## src/spbpe_defines.svh

```systemverilog
// Functional notes
// - direct store bumps stack pointer, then copies target byte to new stack slot.
// - source ninth bit goes to status bit one and stacked bit eight only when mem_rbit8 is set; else stacked bit eight is 0.
// - page zero uses 64H, page one 65H, page FE 63H, others 66H three bytes.
// - direct store advances program counter by two short, three long.
// - long store takes any address, opcode 66H, low then high byte.
// - long store pre-increments, copies ninth bit, advances counter by three.
// - pair store: bump, write reg_a byte, bump again, write reg_b byte, counter plus one.
// - pair store writes status bit one into both stacked bit eights.
// - status store 80H: bump, store status word, counter plus one.
// - status store copies status bit one into stacked bit eight.
// - stack pointer is two byte registers at FE0AH and FE0BH.
`ifndef SPBPE_DEFINES_SVH
`define SPBPE_DEFINES_SVH
`define OP_DIR0    8'h64
`define OP_DIR1    8'h65
`define OP_DIRF    8'h63
`define OP_LONG    8'h66
`define OP_PAIR    8'h60
`define OP_PSW     8'h80
`define PAGE_0     8'h00
`define PAGE_1     8'h01
`define PAGE_F     8'hFE
`define STEP_0     2'h0
`define STEP_1     2'h1
`define STEP_2     2'h2
`define STEP_3     2'h3
`define ADR_SP_LO  16'hFE0A
`define ADR_SP_HI  16'hFE0B
`define ADR_PSW    16'hFE06
`define SP_RST     16'h0000
`define SP_INC     16'h0001
`define PSW_RST    8'h00
`define STAT_BIT1  1
`define NINTH_BIT  8
`endif

```

## src/spbpe_pkg.sv

```systemverilog
package spbpe_pkg;
	typedef enum logic [4:0] {
		ST_IDLE  = 5'h01,
		ST_LONG  = 5'h02,
		ST_READ  = 5'h04,
		ST_STORE = 5'h08,
		ST_PAIR  = 5'h10
	} spbpe_state_t;
	typedef enum logic [1:0] {
		K_NONE = 2'h0,
		K_BYTE = 2'h1,
		K_PAIR = 2'h2,
		K_PSW  = 2'h3
	} spbpe_kind_t;
endpackage : spbpe_pkg

```

## src/spbpe_dec_if.sv

```systemverilog
`timescale 1ns/10ps
interface spbpe_dec_if;
	logic [7:0]               opcode;
	logic                     legal;
	logic                     long_form;
	spbpe_pkg::spbpe_kind_t   kind;
	logic [7:0]               page;
	logic [1:0]               pc_step;
	modport dec  (input opcode, output legal, long_form, kind, page, pc_step);
	modport core (output opcode, input legal, long_form, kind, page, pc_step);
endinterface : spbpe_dec_if

```

## src/spbpe_decoder.sv

```systemverilog
`timescale 1ns/10ps
`include "spbpe_defines.svh"
module spbpe_decoder (
	spbpe_dec_if.dec d
);
	always_comb begin
		d.legal = 1'b1;
		d.long_form = 1'b0;
		d.kind = spbpe_pkg::K_BYTE;
		d.page = `PAGE_0;
		d.pc_step = `STEP_2;
		case (d.opcode)
			`OP_DIR0: begin
				d.page = `PAGE_0;
			end
			`OP_DIR1: begin
				d.page = `PAGE_1;
			end
			`OP_DIRF: begin
				d.page = `PAGE_F;
			end
			`OP_LONG: begin
				d.long_form = 1'b1;
				d.pc_step = `STEP_3;
			end
			`OP_PAIR: begin
				d.kind = spbpe_pkg::K_PAIR;
				d.pc_step = `STEP_1;
			end
			`OP_PSW: begin
				d.kind = spbpe_pkg::K_PSW;
				d.pc_step = `STEP_1;
			end
			default: begin
				d.legal = 1'b0;
				d.kind = spbpe_pkg::K_NONE;
				d.pc_step = `STEP_0;
			end
		endcase
	end
endmodule : spbpe_decoder

```

## src/spbpe_exec.sv

```systemverilog
// Implementation choice: strobed register access.
`timescale 1ns/10ps
`include "spbpe_defines.svh"
module spbpe_exec (
	input  wire logic        ref_clk,
	input  wire logic        rst_b,
	input  wire logic        instr_valid,
	output logic             instr_ready,
	input  wire logic [7:0]  instr_opcode,
	input  wire logic [7:0]  instr_lo,
	input  wire logic [7:0]  instr_hi,
	input  wire logic [7:0]  reg_a,
	input  wire logic [7:0]  reg_b,
	output logic             done,
	output logic [1:0]       pc_step,
	output logic             illegal,
	output logic             mem_rd,
	output logic             mem_we,
	output logic [15:0]      mem_addr,
	output logic [8:0]       mem_wdata,
	input  wire logic [8:0]  mem_rdata,
	input  wire logic        mem_rbit8,
	input  wire logic [15:0] reg_addr,
	input  wire logic [7:0]  reg_wdata,
	input  wire logic        reg_wr,
	input  wire logic        reg_rd,
	output logic [7:0]       reg_rdata,
	output logic [15:0]      sp,
	output logic [7:0]       program_status_word
);

////////////////////////////////////////////////////////////////////////////////

	spbpe_dec_if dif ();

	assign dif.opcode = instr_opcode;

	spbpe_decoder u_dec (
		.d (dif)
	);

////////////////////////////////////////////////////////////////////////////////

	spbpe_pkg::spbpe_state_t state_q;
	spbpe_pkg::spbpe_state_t state_d;
	spbpe_pkg::spbpe_kind_t  kind_q;
	spbpe_pkg::spbpe_kind_t  kind_d;
	logic [15:0]             sp_q;
	logic [15:0]             sp_d;
	logic [7:0]              psw_q;
	logic [7:0]              psw_d;
	logic [15:0]             tgt_q;
	logic [15:0]             tgt_d;
	logic [1:0]              step_q;
	logic [1:0]              step_d;
	logic                    mem_rd_q;
	logic                    mem_rd_d;
	logic                    mem_we_q;
	logic                    mem_we_d;
	logic [15:0]             mem_addr_q;
	logic [15:0]             mem_addr_d;
	logic [8:0]              mem_wdata_q;
	logic [8:0]              mem_wdata_d;
	logic                    done_q;
	logic                    done_d;
	logic [1:0]              pc_step_q;
	logic [1:0]              pc_step_d;
	logic                    ill_q;
	logic                    ill_d;
	logic [7:0]              rdata_q;
	logic [7:0]              rdata_d;
	logic                    acc;
	logic                    sp_free;
	logic [15:0]             sp_inc;

	assign acc = instr_valid && (state_q == spbpe_pkg::ST_IDLE);
	// bus writes to the pointer only land while no push is in flight
	assign sp_free = (state_q == spbpe_pkg::ST_IDLE) && !instr_valid;
	assign sp_inc = sp_q + `SP_INC;

////////////////////////////////////////////////////////////////////////////////

	always_comb begin
		state_d = state_q;
		kind_d = kind_q;
		sp_d = sp_q;
		psw_d = psw_q;
		tgt_d = tgt_q;
		step_d = step_q;
		mem_rd_d = 1'b0;
		mem_we_d = 1'b0;
		mem_addr_d = mem_addr_q;
		mem_wdata_d = mem_wdata_q;
		done_d = 1'b0;
		pc_step_d = pc_step_q;
		ill_d = 1'b0;
		rdata_d = 8'h00;
		if (reg_rd) begin
			case (reg_addr)
				`ADR_SP_LO: rdata_d = sp_q[7:0];
				`ADR_SP_HI: rdata_d = sp_q[15:8];
				`ADR_PSW:   rdata_d = psw_q;
				default:    rdata_d = 8'h00;
			endcase
		end
		// software write first so a ninth-bit update below wins
		if (reg_wr) begin
			case (reg_addr)
				`ADR_SP_LO: begin
					if (sp_free) begin
						sp_d[7:0] = reg_wdata;
					end
				end
				`ADR_SP_HI: begin
					if (sp_free) begin
						sp_d[15:8] = reg_wdata;
					end
				end
				`ADR_PSW: psw_d = reg_wdata;
				default: ;
			endcase
		end
		case (state_q)
			spbpe_pkg::ST_IDLE: begin
				if (instr_valid) begin
					kind_d = dif.kind;
					step_d = dif.pc_step;
					if (!dif.legal) begin
						done_d = 1'b1;
						ill_d = 1'b1;
						pc_step_d = `STEP_0;
					end else begin
						sp_d = sp_inc;
						case (dif.kind)
							spbpe_pkg::K_BYTE: begin
								if (dif.long_form) begin
									tgt_d = {instr_hi, instr_lo};
									state_d = spbpe_pkg::ST_LONG;
								end else begin
									tgt_d = {dif.page, instr_lo};
									mem_rd_d = 1'b1;
									mem_addr_d = {dif.page, instr_lo};
									state_d = spbpe_pkg::ST_READ;
								end
							end
							spbpe_pkg::K_PAIR: begin
								tgt_d = {8'h00, reg_b};
								mem_we_d = 1'b1;
								mem_addr_d = sp_inc;
								mem_wdata_d = {psw_q[`STAT_BIT1], reg_a};
								state_d = spbpe_pkg::ST_PAIR;
							end
							spbpe_pkg::K_PSW: begin
								mem_we_d = 1'b1;
								mem_addr_d = sp_inc;
								mem_wdata_d = {psw_q[`STAT_BIT1], psw_q};
								done_d = 1'b1;
								pc_step_d = dif.pc_step;
							end
							default: ;
						endcase
					end
				end
			end
			spbpe_pkg::ST_LONG: begin
				// second machine cycle of the three-byte form
				mem_rd_d = 1'b1;
				mem_addr_d = tgt_q;
				state_d = spbpe_pkg::ST_READ;
			end
			spbpe_pkg::ST_READ: begin
				state_d = spbpe_pkg::ST_STORE;
			end
			spbpe_pkg::ST_STORE: begin
				mem_we_d = 1'b1;
				mem_addr_d = sp_q;
				mem_wdata_d = {mem_rbit8 & mem_rdata[`NINTH_BIT], mem_rdata[7:0]};
				if (mem_rbit8) begin
					psw_d[`STAT_BIT1] = mem_rdata[`NINTH_BIT];
				end
				done_d = 1'b1;
				pc_step_d = step_q;
				state_d = spbpe_pkg::ST_IDLE;
			end
			spbpe_pkg::ST_PAIR: begin
				sp_d = sp_inc;
				mem_we_d = 1'b1;
				mem_addr_d = sp_inc;
				mem_wdata_d = {psw_q[`STAT_BIT1], tgt_q[7:0]};
				done_d = 1'b1;
				pc_step_d = step_q;
				state_d = spbpe_pkg::ST_IDLE;
			end
			default: begin
				state_d = spbpe_pkg::ST_IDLE;
			end
		endcase
	end

	always_ff @(posedge ref_clk) begin
		if (!rst_b) begin
			state_q <= spbpe_pkg::ST_IDLE;
			kind_q <= spbpe_pkg::K_NONE;
			sp_q <= `SP_RST;
			psw_q <= `PSW_RST;
			tgt_q <= 16'h0000;
			step_q <= `STEP_0;
			mem_rd_q <= 1'b0;
			mem_we_q <= 1'b0;
			mem_addr_q <= 16'h0000;
			mem_wdata_q <= 9'h000;
			done_q <= 1'b0;
			pc_step_q <= `STEP_0;
			ill_q <= 1'b0;
			rdata_q <= 8'h00;
		end else begin
			state_q <= state_d;
			kind_q <= kind_d;
			sp_q <= sp_d;
			psw_q <= psw_d;
			tgt_q <= tgt_d;
			step_q <= step_d;
			mem_rd_q <= mem_rd_d;
			mem_we_q <= mem_we_d;
			mem_addr_q <= mem_addr_d;
			mem_wdata_q <= mem_wdata_d;
			done_q <= done_d;
			pc_step_q <= pc_step_d;
			ill_q <= ill_d;
			rdata_q <= rdata_d;
		end
	end

	assign instr_ready = (state_q == spbpe_pkg::ST_IDLE);
	assign done = done_q;
	assign pc_step = pc_step_q;
	assign illegal = ill_q;
	assign mem_rd = mem_rd_q;
	assign mem_we = mem_we_q;
	assign mem_addr = mem_addr_q;
	assign mem_wdata = mem_wdata_q;
	assign reg_rdata = rdata_q;
	assign sp = sp_q;
	assign program_status_word = psw_q;
endmodule : spbpe_exec

```

## config.mk

```make
export PLATFORM = sky130hd
export DESIGN_NAME = spbpe_exec
export DESIGN_NICKNAME = d
export VERILOG_FILES = /design/src/spbpe_pkg.sv /design/src/spbpe_dec_if.sv /design/src/spbpe_decoder.sv /design/src/spbpe_exec.sv
export VERILOG_INCLUDE_DIRS = /design/src
export SDC_FILE = /design/constraint.sdc
export NUM_CORES = 1
export LEC_CHECK = 0
export BUFFER_PORTS_ARGS = -buffer_cell sky130_fd_sc_hd__buf_4
export CORE_UTILIZATION = 30
export CTS_CLUSTER_SIZE = 28
export DETAILED_ROUTE_END_ITERATION = 16
export PLACE_DENSITY = 0.61
export SLEW_MARGIN = 10
export SYNTH_ARGS = -nofsm -noshare
export SYNTH_HDL_FRONTEND = slang
export SYNTH_HIERARCHICAL = 1
export SYNTH_SLANG_ARGS = --single-unit
```

## constraint.sdc

```tcl
create_clock -name ref_clk -period 3.51 [get_ports ref_clk]
set_clock_uncertainty 0.05 [all_clocks]
set_input_delay 0.351 -clock ref_clk [delete_from_list [all_inputs] [get_ports ref_clk]]
set_output_delay 0.351 -clock ref_clk [all_outputs]
set_load 0.02 [all_outputs]
```

==> results of run 1 <==
-- cell usage in the layout (no fill, tap or decap), drive strengths merged, types with 6 or more instances in the layout --
cell,count
o21ai,40
and3,6
a211oi,24
a22oi,7
dfxtp,86
buf,159
nor2,102
xnor2,8
a21oi,45
nand2,44
and2,6
a222oi,9
o211ai,8
inv,12
clkbuf,12
xor2,7
a311oi,6
nor3,26
mux2i,37
a31oi,7
a221oi,15
nand3,18
-- critical path: stages, from the launching register on --
cell,delay [ns]
dfxtp_1,0.56
xor2_1,0.13
and2_1,0.33
nor2_1,0.85
nand2_1,0.16
buf_4,0.23
o221a_2,0.26
-- flip-flops by register name (all words and copies together) (netlist names), 5 cells and up --
name,cells
mem_addr,16
mem_wdata,9
program_status_word,8
reg_rdata,8
sp,16
state_q,5
tgt_q,16
-- power breakdown --
group	switching [mW]	internal [mW]	total (mW)
clock	0.405	0.696	1.10
combinational	0.106	0.0986	0.205
sequential	0.00886	0.983	0.992
-- how the worst max path moves through the flow --
stage,start,endpoint,slack (ns),depth (start not counted)
global route,state_q[3],mem_addr[13],0.65,7
CTS,state_q[3],mem_addr[5],0.87,6
floorplan,instr_opcode[5],mem_addr[14],0.77,11
detailed placement,instr_opcode[5],mem_addr[5],0.78,11
global placement,instr_opcode[5],mem_addr[5],0.82,12
finish,state_q[3],mem_addr[5],0.84,6
-- per-layer routing --
metal / track usage (%) / routed length (um) / up-vias
met2: 32.1 / 7950 / 220
met1: 28.6 / 8110 / 2505
met4: 8.65 / 469 / 0
met3: 3.41 / 1470 / 28
met5: 0 / 0 / -
li1: - / - / 2544
-- cell type report --
cell class / instances / area (um^2) / share of cell area [%]
Multi-Input combinational cell: 477 / 3010 / 45.7
Sequential cell: 86 / 1720 / 26.2
Timing Repair Buffer: 159 / 1210 / 18.3
Tap cell: 216 / 270 / 4.11
Clock buffer: 12 / 236 / 3.59
Clock inverter: 4 / 95.1 / 1.44
Inverter: 12 / 45.0 / 0.684
-- cell families after synthesis --
logic type               after synthesis
flip-flops                            86
multiplexers                          37
XOR/XNOR                              15
AO/OA/AOI/OAI                        175
adder cells (fa/ha/maj)                4
AND/OR/NAND/NOR                      246
buffers and inverters                 62
-- stage by stage --
stage	worst slack, ns	power (mW)
after floorplan	0.767	1.09
after global placement	0.823	1.22
after detailed placement	0.778	1.22
after CTS	0.874	2.30
after global routing	0.647	2.35
final	0.837	2.30
==> impl_metrics.ini, run 1 <==
[outcome]
status = finished, final reports clean

[drt]
via_count = 5297
drtIter0Drc = 462
firstDrtPassIters = 5
wirelength_mm = 18.0
wl_per_cell_um = 18.6
drc_errors = 0
vias_per_cell = 5.48
final_antenna_net_count = 0

[floorplanning]
dieHeight_um = 131
ioPinCount = 143
placementRows = 46
die_w_um = 131
coreArea_mm2 = 0.0161
dieArea_mm2 = 0.0172
start_util_pct = 31.1

[yosys]
synthAdderAreaFrac_pct = 1.00
ys.flop_type = dfxtp_1
yosysUniqueCellTypes = 67
synth_edf_count = 0
synth_nets = 708
ys_warn_count = 6
yosys.area_share.simple_pct = 25.2
yosysTopAreaCell = dfxtp_1
ys_seq_area_share_pct = 34.4
yosysMostFrequentCell = nor2_1
synthesis.area_mm2 = 0.00500
synth_compound_area_share_pct = 23.8
synth.avg_cell_area_um2 = 8.00
synth-async-reset-ratio_pct = 0
synth_top_family_by_area = simple AND/OR/NAND/NOR gates
ys_ff_latch = 86
ys_top_cells_by_area = dfxtp_1 34%, mux2i_1 7.4%, nor2_1 7.4%
ys_top_cells_by_count = 98 x nor2_1, 86 x dfxtp_1, 45 x a21oi_1
muxShareOfSynthArea_pct = 7.41
synth_xor_area_share_pct = 2.63
syn_inst = 625
yosysTopAreaCellShare_pct = 34.4

[placed_design]
place_area_mm2 = 0.00625
place_hpwl_mm = 13.5
port_buffers = 142
dp_cells = 950
gp_congestion = 0.853

[worst_setup_path]
crit_fanout = 14
timing.rr.end = mem_addr[5]
worstReg2RegStart = state_q[3]
cp.arrival_ns = 2.87
worstPathRequired_ns = 3.70
critPathKind = flip-flop to flip-flop
start_kind = flip-flop
rrSetupSlack_ns = 0.84
crit_path_end_kind = flip-flop
reg2reg_depth = 6

[grt]
grt_pass1_vias = 4795
antenna_found_initial = 0
grt_usage_pct = 20.8
grt_start_max_net_pins = 37
grt_pass1_wl_mm = 26.7
grt-ovfl-total = 0

[timing]
period_minus_slack_ns = 2.67
worstMarginPinSlew_ns = 1.02
slew_violations = 0
min_period_over_period_pct = 76.2
setup_violations = 0
final.setup.tns_ns = 0
rsz0062_at_grt = no
clock.fmax_mhz = 374
hold_viol = 0
slew-limit-headroom_pct = 31.6
whs_ns = 0.209

[cts]
cts_num_sinks = 86
cts-resized-gates = 0
cts_root_buf = clkbuf_16
clock_tree.buffer_depth = 2
cts_buffers = 9
clock_latency_ns = 0.35
hold_buffers = 0
clk_pin_slew_ns = 0.07
h-tree-depth = 3
post_cts_buffers = 0
cts_tree = done

[final_layout]
drive_gt1_share_pct = 26.7
postLayoutCoreUtil_pct = 41.0
nFillCells = 1639
fin_nets = 828
num_antenna_cells = 0
layout.cells.non_filler = 966
area_growth_pct = 31.7
fin_area_mm2 = 0.00658

[worst_hold_path]
min_path_cells = 3
hp-class = input port to flip-flop
worstHoldStart = reg_wdata[2]
min_to = program_status_word[2]

[power]
ir_drop_uv = 193
cellPowerDensity_mw_per_mm2 = 349
leakage_nw = 2.54

[job]
maxCapViolCount = 0
No activity file was read; power rests on OpenSTA's default activity.
==> run 2, diff against run 1 <==
--- a/config.mk
+++ b/config.mk
@@ -6,11 +6,12 @@
 export SDC_FILE = /design/constraint.sdc
 export NUM_CORES = 1
 export LEC_CHECK = 0
+export ABC_AREA = 1
 export BUFFER_PORTS_ARGS = -buffer_cell sky130_fd_sc_hd__buf_4
 export CORE_UTILIZATION = 30
 export CTS_CLUSTER_SIZE = 28
 export DETAILED_ROUTE_END_ITERATION = 16
-export PLACE_DENSITY = 0.61
+export PLACE_DENSITY = 0.6
 export SLEW_MARGIN = 10
 export SYNTH_ARGS = -nofsm -noshare
 export SYNTH_HDL_FRONTEND = slang
==> constraint.sdc (replaced) <==
create_clock -name ref_clk -period 2.5 [get_ports ref_clk]
set_clock_uncertainty 0.05 [all_clocks]
set_input_delay 0.25 -clock ref_clk [delete_from_list [all_inputs] [get_ports ref_clk]]
set_output_delay 0.25 -clock ref_clk [all_outputs]
set_load 0.02 [all_outputs]
==> run 2 against run 1 <==
  * Register-to-register slack got worse by 0.33 ns
  * Synthesized cell count rose by 42%
  * Combinational power rose by 29%
  * Critical path depth rose by 4
  * Hold slack got worse by 0.088 ns
  * Clock power rose by 15%
  * Cell area rose by 5.5%
  * Sequential share of layout area fell by 1.4 points
  * Critical path type unchanged
  * Largest cell class unchanged
==> impl_metrics.ini, run 2 <==
[cts]
cts_buffers = 9
cts_tree = done
cts-resized-gates = 0
clock_tree.buffer_depth = 2
h-tree-depth = 3
clock_latency_ns = 0.35
clk_pin_slew_ns = 0.06
hold_buffers = 0
cts_num_sinks = 86
cts_root_buf = clkbuf_16
post_cts_buffers = 0

[power]
leakage_nw = 3.30
ir_drop_uv = 328
cellPowerDensity_mw_per_mm2 = 420
total_power_mw = 2.92

[floorplanning]
dieArea_mm2 = 0.0185
placementRows = 48
die_w_um = 136
dieHeight_um = 136
coreArea_mm2 = 0.0174
start_util_pct = 30.9
ioPinCount = 143

[placed_design]
place_hpwl_mm = 14.8
gp_congestion = 0.907
port_buffers = 142

[worst_setup_path]
rrSetupSlack_ns = 0.51
critPathKind = flip-flop to flip-flop
start_kind = flip-flop
crit_fanout = 9
crit_path_end_kind = flip-flop
cp.arrival_ns = 2.19
worstPathRequired_ns = 2.69

[drt]
route.met3.wl_mm = 1.08
via_count = 6084
drc_errors = 0
wl_per_cell_um = 15.0
wirelength_mm = 18.8
routed.top_layer = met4
firstDrtPassIters = 5
met1_length_mm = 8.83
vias_per_cell = 4.86
drtIter0Drc = 401
wl_met2_mm = 8.51
final_antenna_net_count = 0

[yosys]
yosysTopAreaCellShare_pct = 32.0
ys_warn_count = 6
ys_ff_latch = 86
yosysUniqueCellTypes = 36
yosysTopAreaCell = dfxtp_1
ys_seq_area_share_pct = 32.0
synth_edf_count = 0
synth_nets = 970
yosysMostFrequentCell = nand2_1
ys_top_cells_by_area = dfxtp_1 32%, nand2_1 17%, nor2_1 8.8%
synthesis.area_mm2 = 0.00539
synth-async-reset-ratio_pct = 0
syn_inst = 887
ys_top_cells_by_count = 240 x nand2_1, 126 x nor2_1, 103 x inv_1
synth.avg_cell_area_um2 = 6.07
ys.flop_type = dfxtp_1

[timing]
setup_violations = 0
clock.fmax_mhz = 502
final.setup.tns_ns = 0
slew-limit-headroom_pct = 50.9
rsz0062_at_grt = no
slew_violations = 0
hold_viol = 0
period_minus_slack_ns = 1.99
worstMarginPinSlew_ns = 0.731
min_period_over_period_pct = 79.7

[grt]
antenna_found_initial = 0
grt_start_max_net_pins = 61
grt_usage_pct = 21.1
grt_pass1_vias = 5655
grt-ovfl-total = 0
grt_pass1_wl_mm = 29.8

[final_layout]
fin_nets = 1105
drive_gt1_share_pct = 20.4
area_growth_pct = 28.9
nFillCells = 1960
final_common_cell = nand2_1
final_cell_mix = 240 x nand2_1, 161 x buf_4, 126 x nor2_1
num_antenna_cells = 0

[job]
maxCapViolCount = 0

[outcome]
status = finished, final reports clean

[worst_hold_path]
hp-class = input port to flip-flop
run 2: final timing paths:
kind	startpoint	to	cells past startpoint
worst min register to register	step_q[1]	pc_step[1]	2
worst max-delay path	sp[0]	mem_addr[12]	10
worst max register to register	sp[0]	mem_addr[12]	10
worst min-delay path	reg_b[0]	tgt_q[0]	3
run 2: per-layer routing:
| metal | GRT usage (%) | vias to the layer above |
|---|---|---|
| met1 | 28.1 | 2756 |
| met4 | 7.16 | 0 |
| met2 | 34.1 | 188 |
| met3 | 3.88 | 26 |
| met5 | 0 | - |
| li1 | - | 3114 |
run 2: area by class of cell:
class,count,area [um^2],share of cell area (%)
flip-flops and latches,86,1720,24.8
repair buffers,161,1210,17.4
multi-input cells,650,3040,43.7
clock buffers,14,264,3.80
well taps,225,282,4.05
clock inverters,1,5.00,0.0721
inverters,114,428,6.16
run 2: critical path, stage by stage (launching register included):
cell and delay, ns:
dfxtp_1 0.58, ha_1 0.26, nand2_1 0.12, nor2_1 0.24, nand4_1 0.12, nand2_1 0.15, nand2_1 0.06, nand3_1 0.06
nand2_1 0.05, nor2_1 0.13, nor2_1 0.06
run 2: cell families (layout without fill, tap and decap cells):
group	Yosys count	after routing	share of synthesized area, %
AO/OA/AOI/OAI	183	183	19.0
XOR/XNOR	2	2	0.325
adder cells (fa/ha/maj)	4	4	0.929
buffers and inverters	151	290	11.7
flip-flops	86	86	32.0
AND/OR/NAND/NOR	461	461	36.1
run 2: report_power, final:
group	internal (mW)	switching (mW)	leakage [nW]	total, mW
combinational	0.128	0.137	2.48	0.264
sequential	1.38	0.00892	0.694	1.39
clock	0.722	0.545	0.133	1.27
run 2: stage by stage:
stage / setup slack [ns] / cells / util [%] / hold slack, ns / instance area (um^2)
6_report: 0.508 / 1251 / 39.9 / 0.121 / 6950
5_1_grt: 0.248 / 1251 / 39.9 / 0.138 / 6950
4_1_cts: 0.524 / 1251 / 39.9 / 0.112 / 6950
3_5_place_dp: 0.172 / 1236 / 38.3 / 0.424 / 6680
3_3_place_gp: 0.243 / 1236 / 38.3 / 0.420 / 6680
2_1_floorplan: 0.377 / 887 / - / 0.361 / 5390
==> run 3, diff against run 2 <==
--- a/config.mk
+++ b/config.mk
@@ -11,7 +11,7 @@
 export CORE_UTILIZATION = 30
 export CTS_CLUSTER_SIZE = 28
 export DETAILED_ROUTE_END_ITERATION = 16
-export PLACE_DENSITY = 0.6
+export PLACE_DENSITY = 0.62
 export SLEW_MARGIN = 10
 export SYNTH_ARGS = -nofsm -noshare
 export SYNTH_HDL_FRONTEND = slang
==> constraint.sdc (replaced) <==
create_clock -name ref_clk -period 1.78 [get_ports ref_clk]
set_clock_uncertainty 0.05 [all_clocks]
set_input_delay 0.178 -clock ref_clk [delete_from_list [all_inputs] [get_ports ref_clk]]
set_output_delay 0.178 -clock ref_clk [all_outputs]
set_load 0.02 [all_outputs]
==> run 3 against run 2 <==
  * Utilization is 6.0 points higher
  * Power up 46%
  * First-iteration DRC count shrank 5.5%
  * Via count up 5.7%
  * Critical path depth down 1
  * Hold slack got worse by 0.073 ns
==> impl_metrics.ini, run 3 (same netlist as run 2, synthesis figures left out) <==
[outcome]
status = finished, final reports clean

[grt]
grt_start_max_net_pins = 35
antenna_found_initial = 0
grt_usage_pct = 21.4
grt_pass1_vias = 5941
grt_pass1_wl_mm = 30.2
grt-ovfl-total = 0

[final_layout]
drive_gt1_share_pct = 31.6
fin_nets = 1183
layout.cells.non_filler = 1329
fin_area_mm2 = 0.00800
final_common_cell = nand2_1
postLayoutCoreUtil_pct = 45.9
num_antenna_cells = 0
final_cell_mix = 231 x nand2_1, 222 x buf_4, 107 x nor2_1
area_growth_pct = 48.5

[timing]
slew_violations = 0
final.setup.tns_ns = 0
rsz0062_at_grt = yes
clock.fmax_mhz = 578
setup_violations = 0
min_period_over_period_pct = 97.3
slew-limit-headroom_pct = 75.4
hold_viol = 0
period_minus_slack_ns = 1.73
setup_ws_ns = 0.0487
whs_ns = 0.0482
worstMarginPinSlew_ns = 0.366

[cts]
cts_tree = done
h-tree-depth = 3
clock_tree.buffer_depth = 2
cts_root_buf = clkbuf_16
cts_buffers = 9
clk_pin_slew_ns = 0.06
clock_latency_ns = 0.35
cts_num_sinks = 86

[worst_setup_path]
worstPathRequired_ns = 1.97
crit_family = simple AND/OR/NAND/NOR gates
cp.arrival_ns = 1.92
crit_fanout = 15
rrSetupSlack_ns = 0.05
crit_top_cell = nor2_4
critPathMaxStageDelay_ns = 0.34
crit_path_end_kind = flip-flop
worst_path_max_delay_cell = dfxtp_2
path_buf_inv = 3
worstPathCellList = nor2_4, nand3_4, buf_6, nor2_4, buf_12, nor2_4, buf_6, o21ai_0, a21oi_2
start_kind = flip-flop
critPathKind = flip-flop to flip-flop

[power]
cellPowerDensity_mw_per_mm2 = 533
total_power_mw = 4.26
swShare_pct = 23.9
p_comb_share_pct = 10.2
leakage_nw = 3.79
seq_power_share_pct = 45.6
p_int_mw = 3.24
ir_drop_uv = 472
clkPwrFrac_pct = 44.2
p_sw_mw = 1.02

[floorplanning]
dieArea_mm2 = 0.0185
die_w_um = 136
start_util_pct = 30.9
coreArea_mm2 = 0.0174
placementRows = 48
ioPinCount = 143
dieHeight_um = 136

[job]
maxCapViolCount = 0

[placed_design]
place_area_mm2 = 0.00724
gp_congestion = 0.929
port_buffers = 142
preCtsSetupSlack_ns = -0.307
place_hpwl_mm = 15.4
dp_cells = 1295

[drt]
drc_errors = 0
wirelength_mm = 19.7
routed.top_layer = met4
firstDrtPassIters = 5
vias_per_cell = 4.84
final_antenna_net_count = 0
route.met3.wl_mm = 1.32
wl_met2_mm = 9.22
drtIter0Drc = 379
via_count = 6431
met1_length_mm = 8.67
wl_per_cell_um = 14.8

[worst_hold_path]
hp-class = input port to flip-flop
run 3: cell types whose count changed in the layout (fill, tap and decap cells not counted), sizes merged:
cell / change
buf: +75
clkbuf: +4
clkinv: -1
clkinvlp: +1
inv: -1
run 3: what timing repair did:
action                     CTS  global route
buffers inserted             1            15
cloned                       0             3
hold buffers                 0             0
setup endpoints to repair   12            59
resized for setup            4            76
pin swaps                    2            16
run 3: layer usage:
| metal | vias to the layer above | track usage [%] |
|---|---|---|
| met1 | 2899 | 27.7 |
| met4 | 0 | 7.35 |
| met5 | - | 0 |
| met2 | 217 | 35.4 |
| met3 | 34 | 3.95 |
| li1 | 3281 | - |
run 3: worst paths after layout:
kind	start	endpoint	cells after the start
setup / recovery	state_q[2]	sp[9]	9
hold / removal	reg_b[0]	tgt_q[0]	3
setup reg to reg	state_q[2]	sp[9]	9
hold reg to reg	step_q[1]	pc_step[1]	2
run 3: power by group through the flow:
stage | Sequential, mW | Combinational [mW] | Clock [mW]
6_report | 1.94 | 0.435 | 1.88
5_1_grt | 1.94 | 0.475 | 1.97
4_1_cts | 1.94 | 0.415 | 1.90
3_5_place_dp | 1.99 | 0.412 | 0
3_3_place_gp | 1.99 | 0.410 | 0
2_1_floorplan | 2.00 | 0.155 | 0
run 3: area by class of cell:
cell class / count / area [um^2]
Multi-Input combinational cell: 650 / 3290
Tap cell: 225 / 282
Inverter: 114 / 459
Timing Repair Buffer: 239 / 1950
Sequential cell: 86 / 1730
Clock buffer: 15 / 288
Fill cell: 1818 / 9420
run 3: worst min-delay path, stage by stage:
cell	delay [ns]
buf_4	0.11
nand2_1	0.05
a31oi_1	0.07
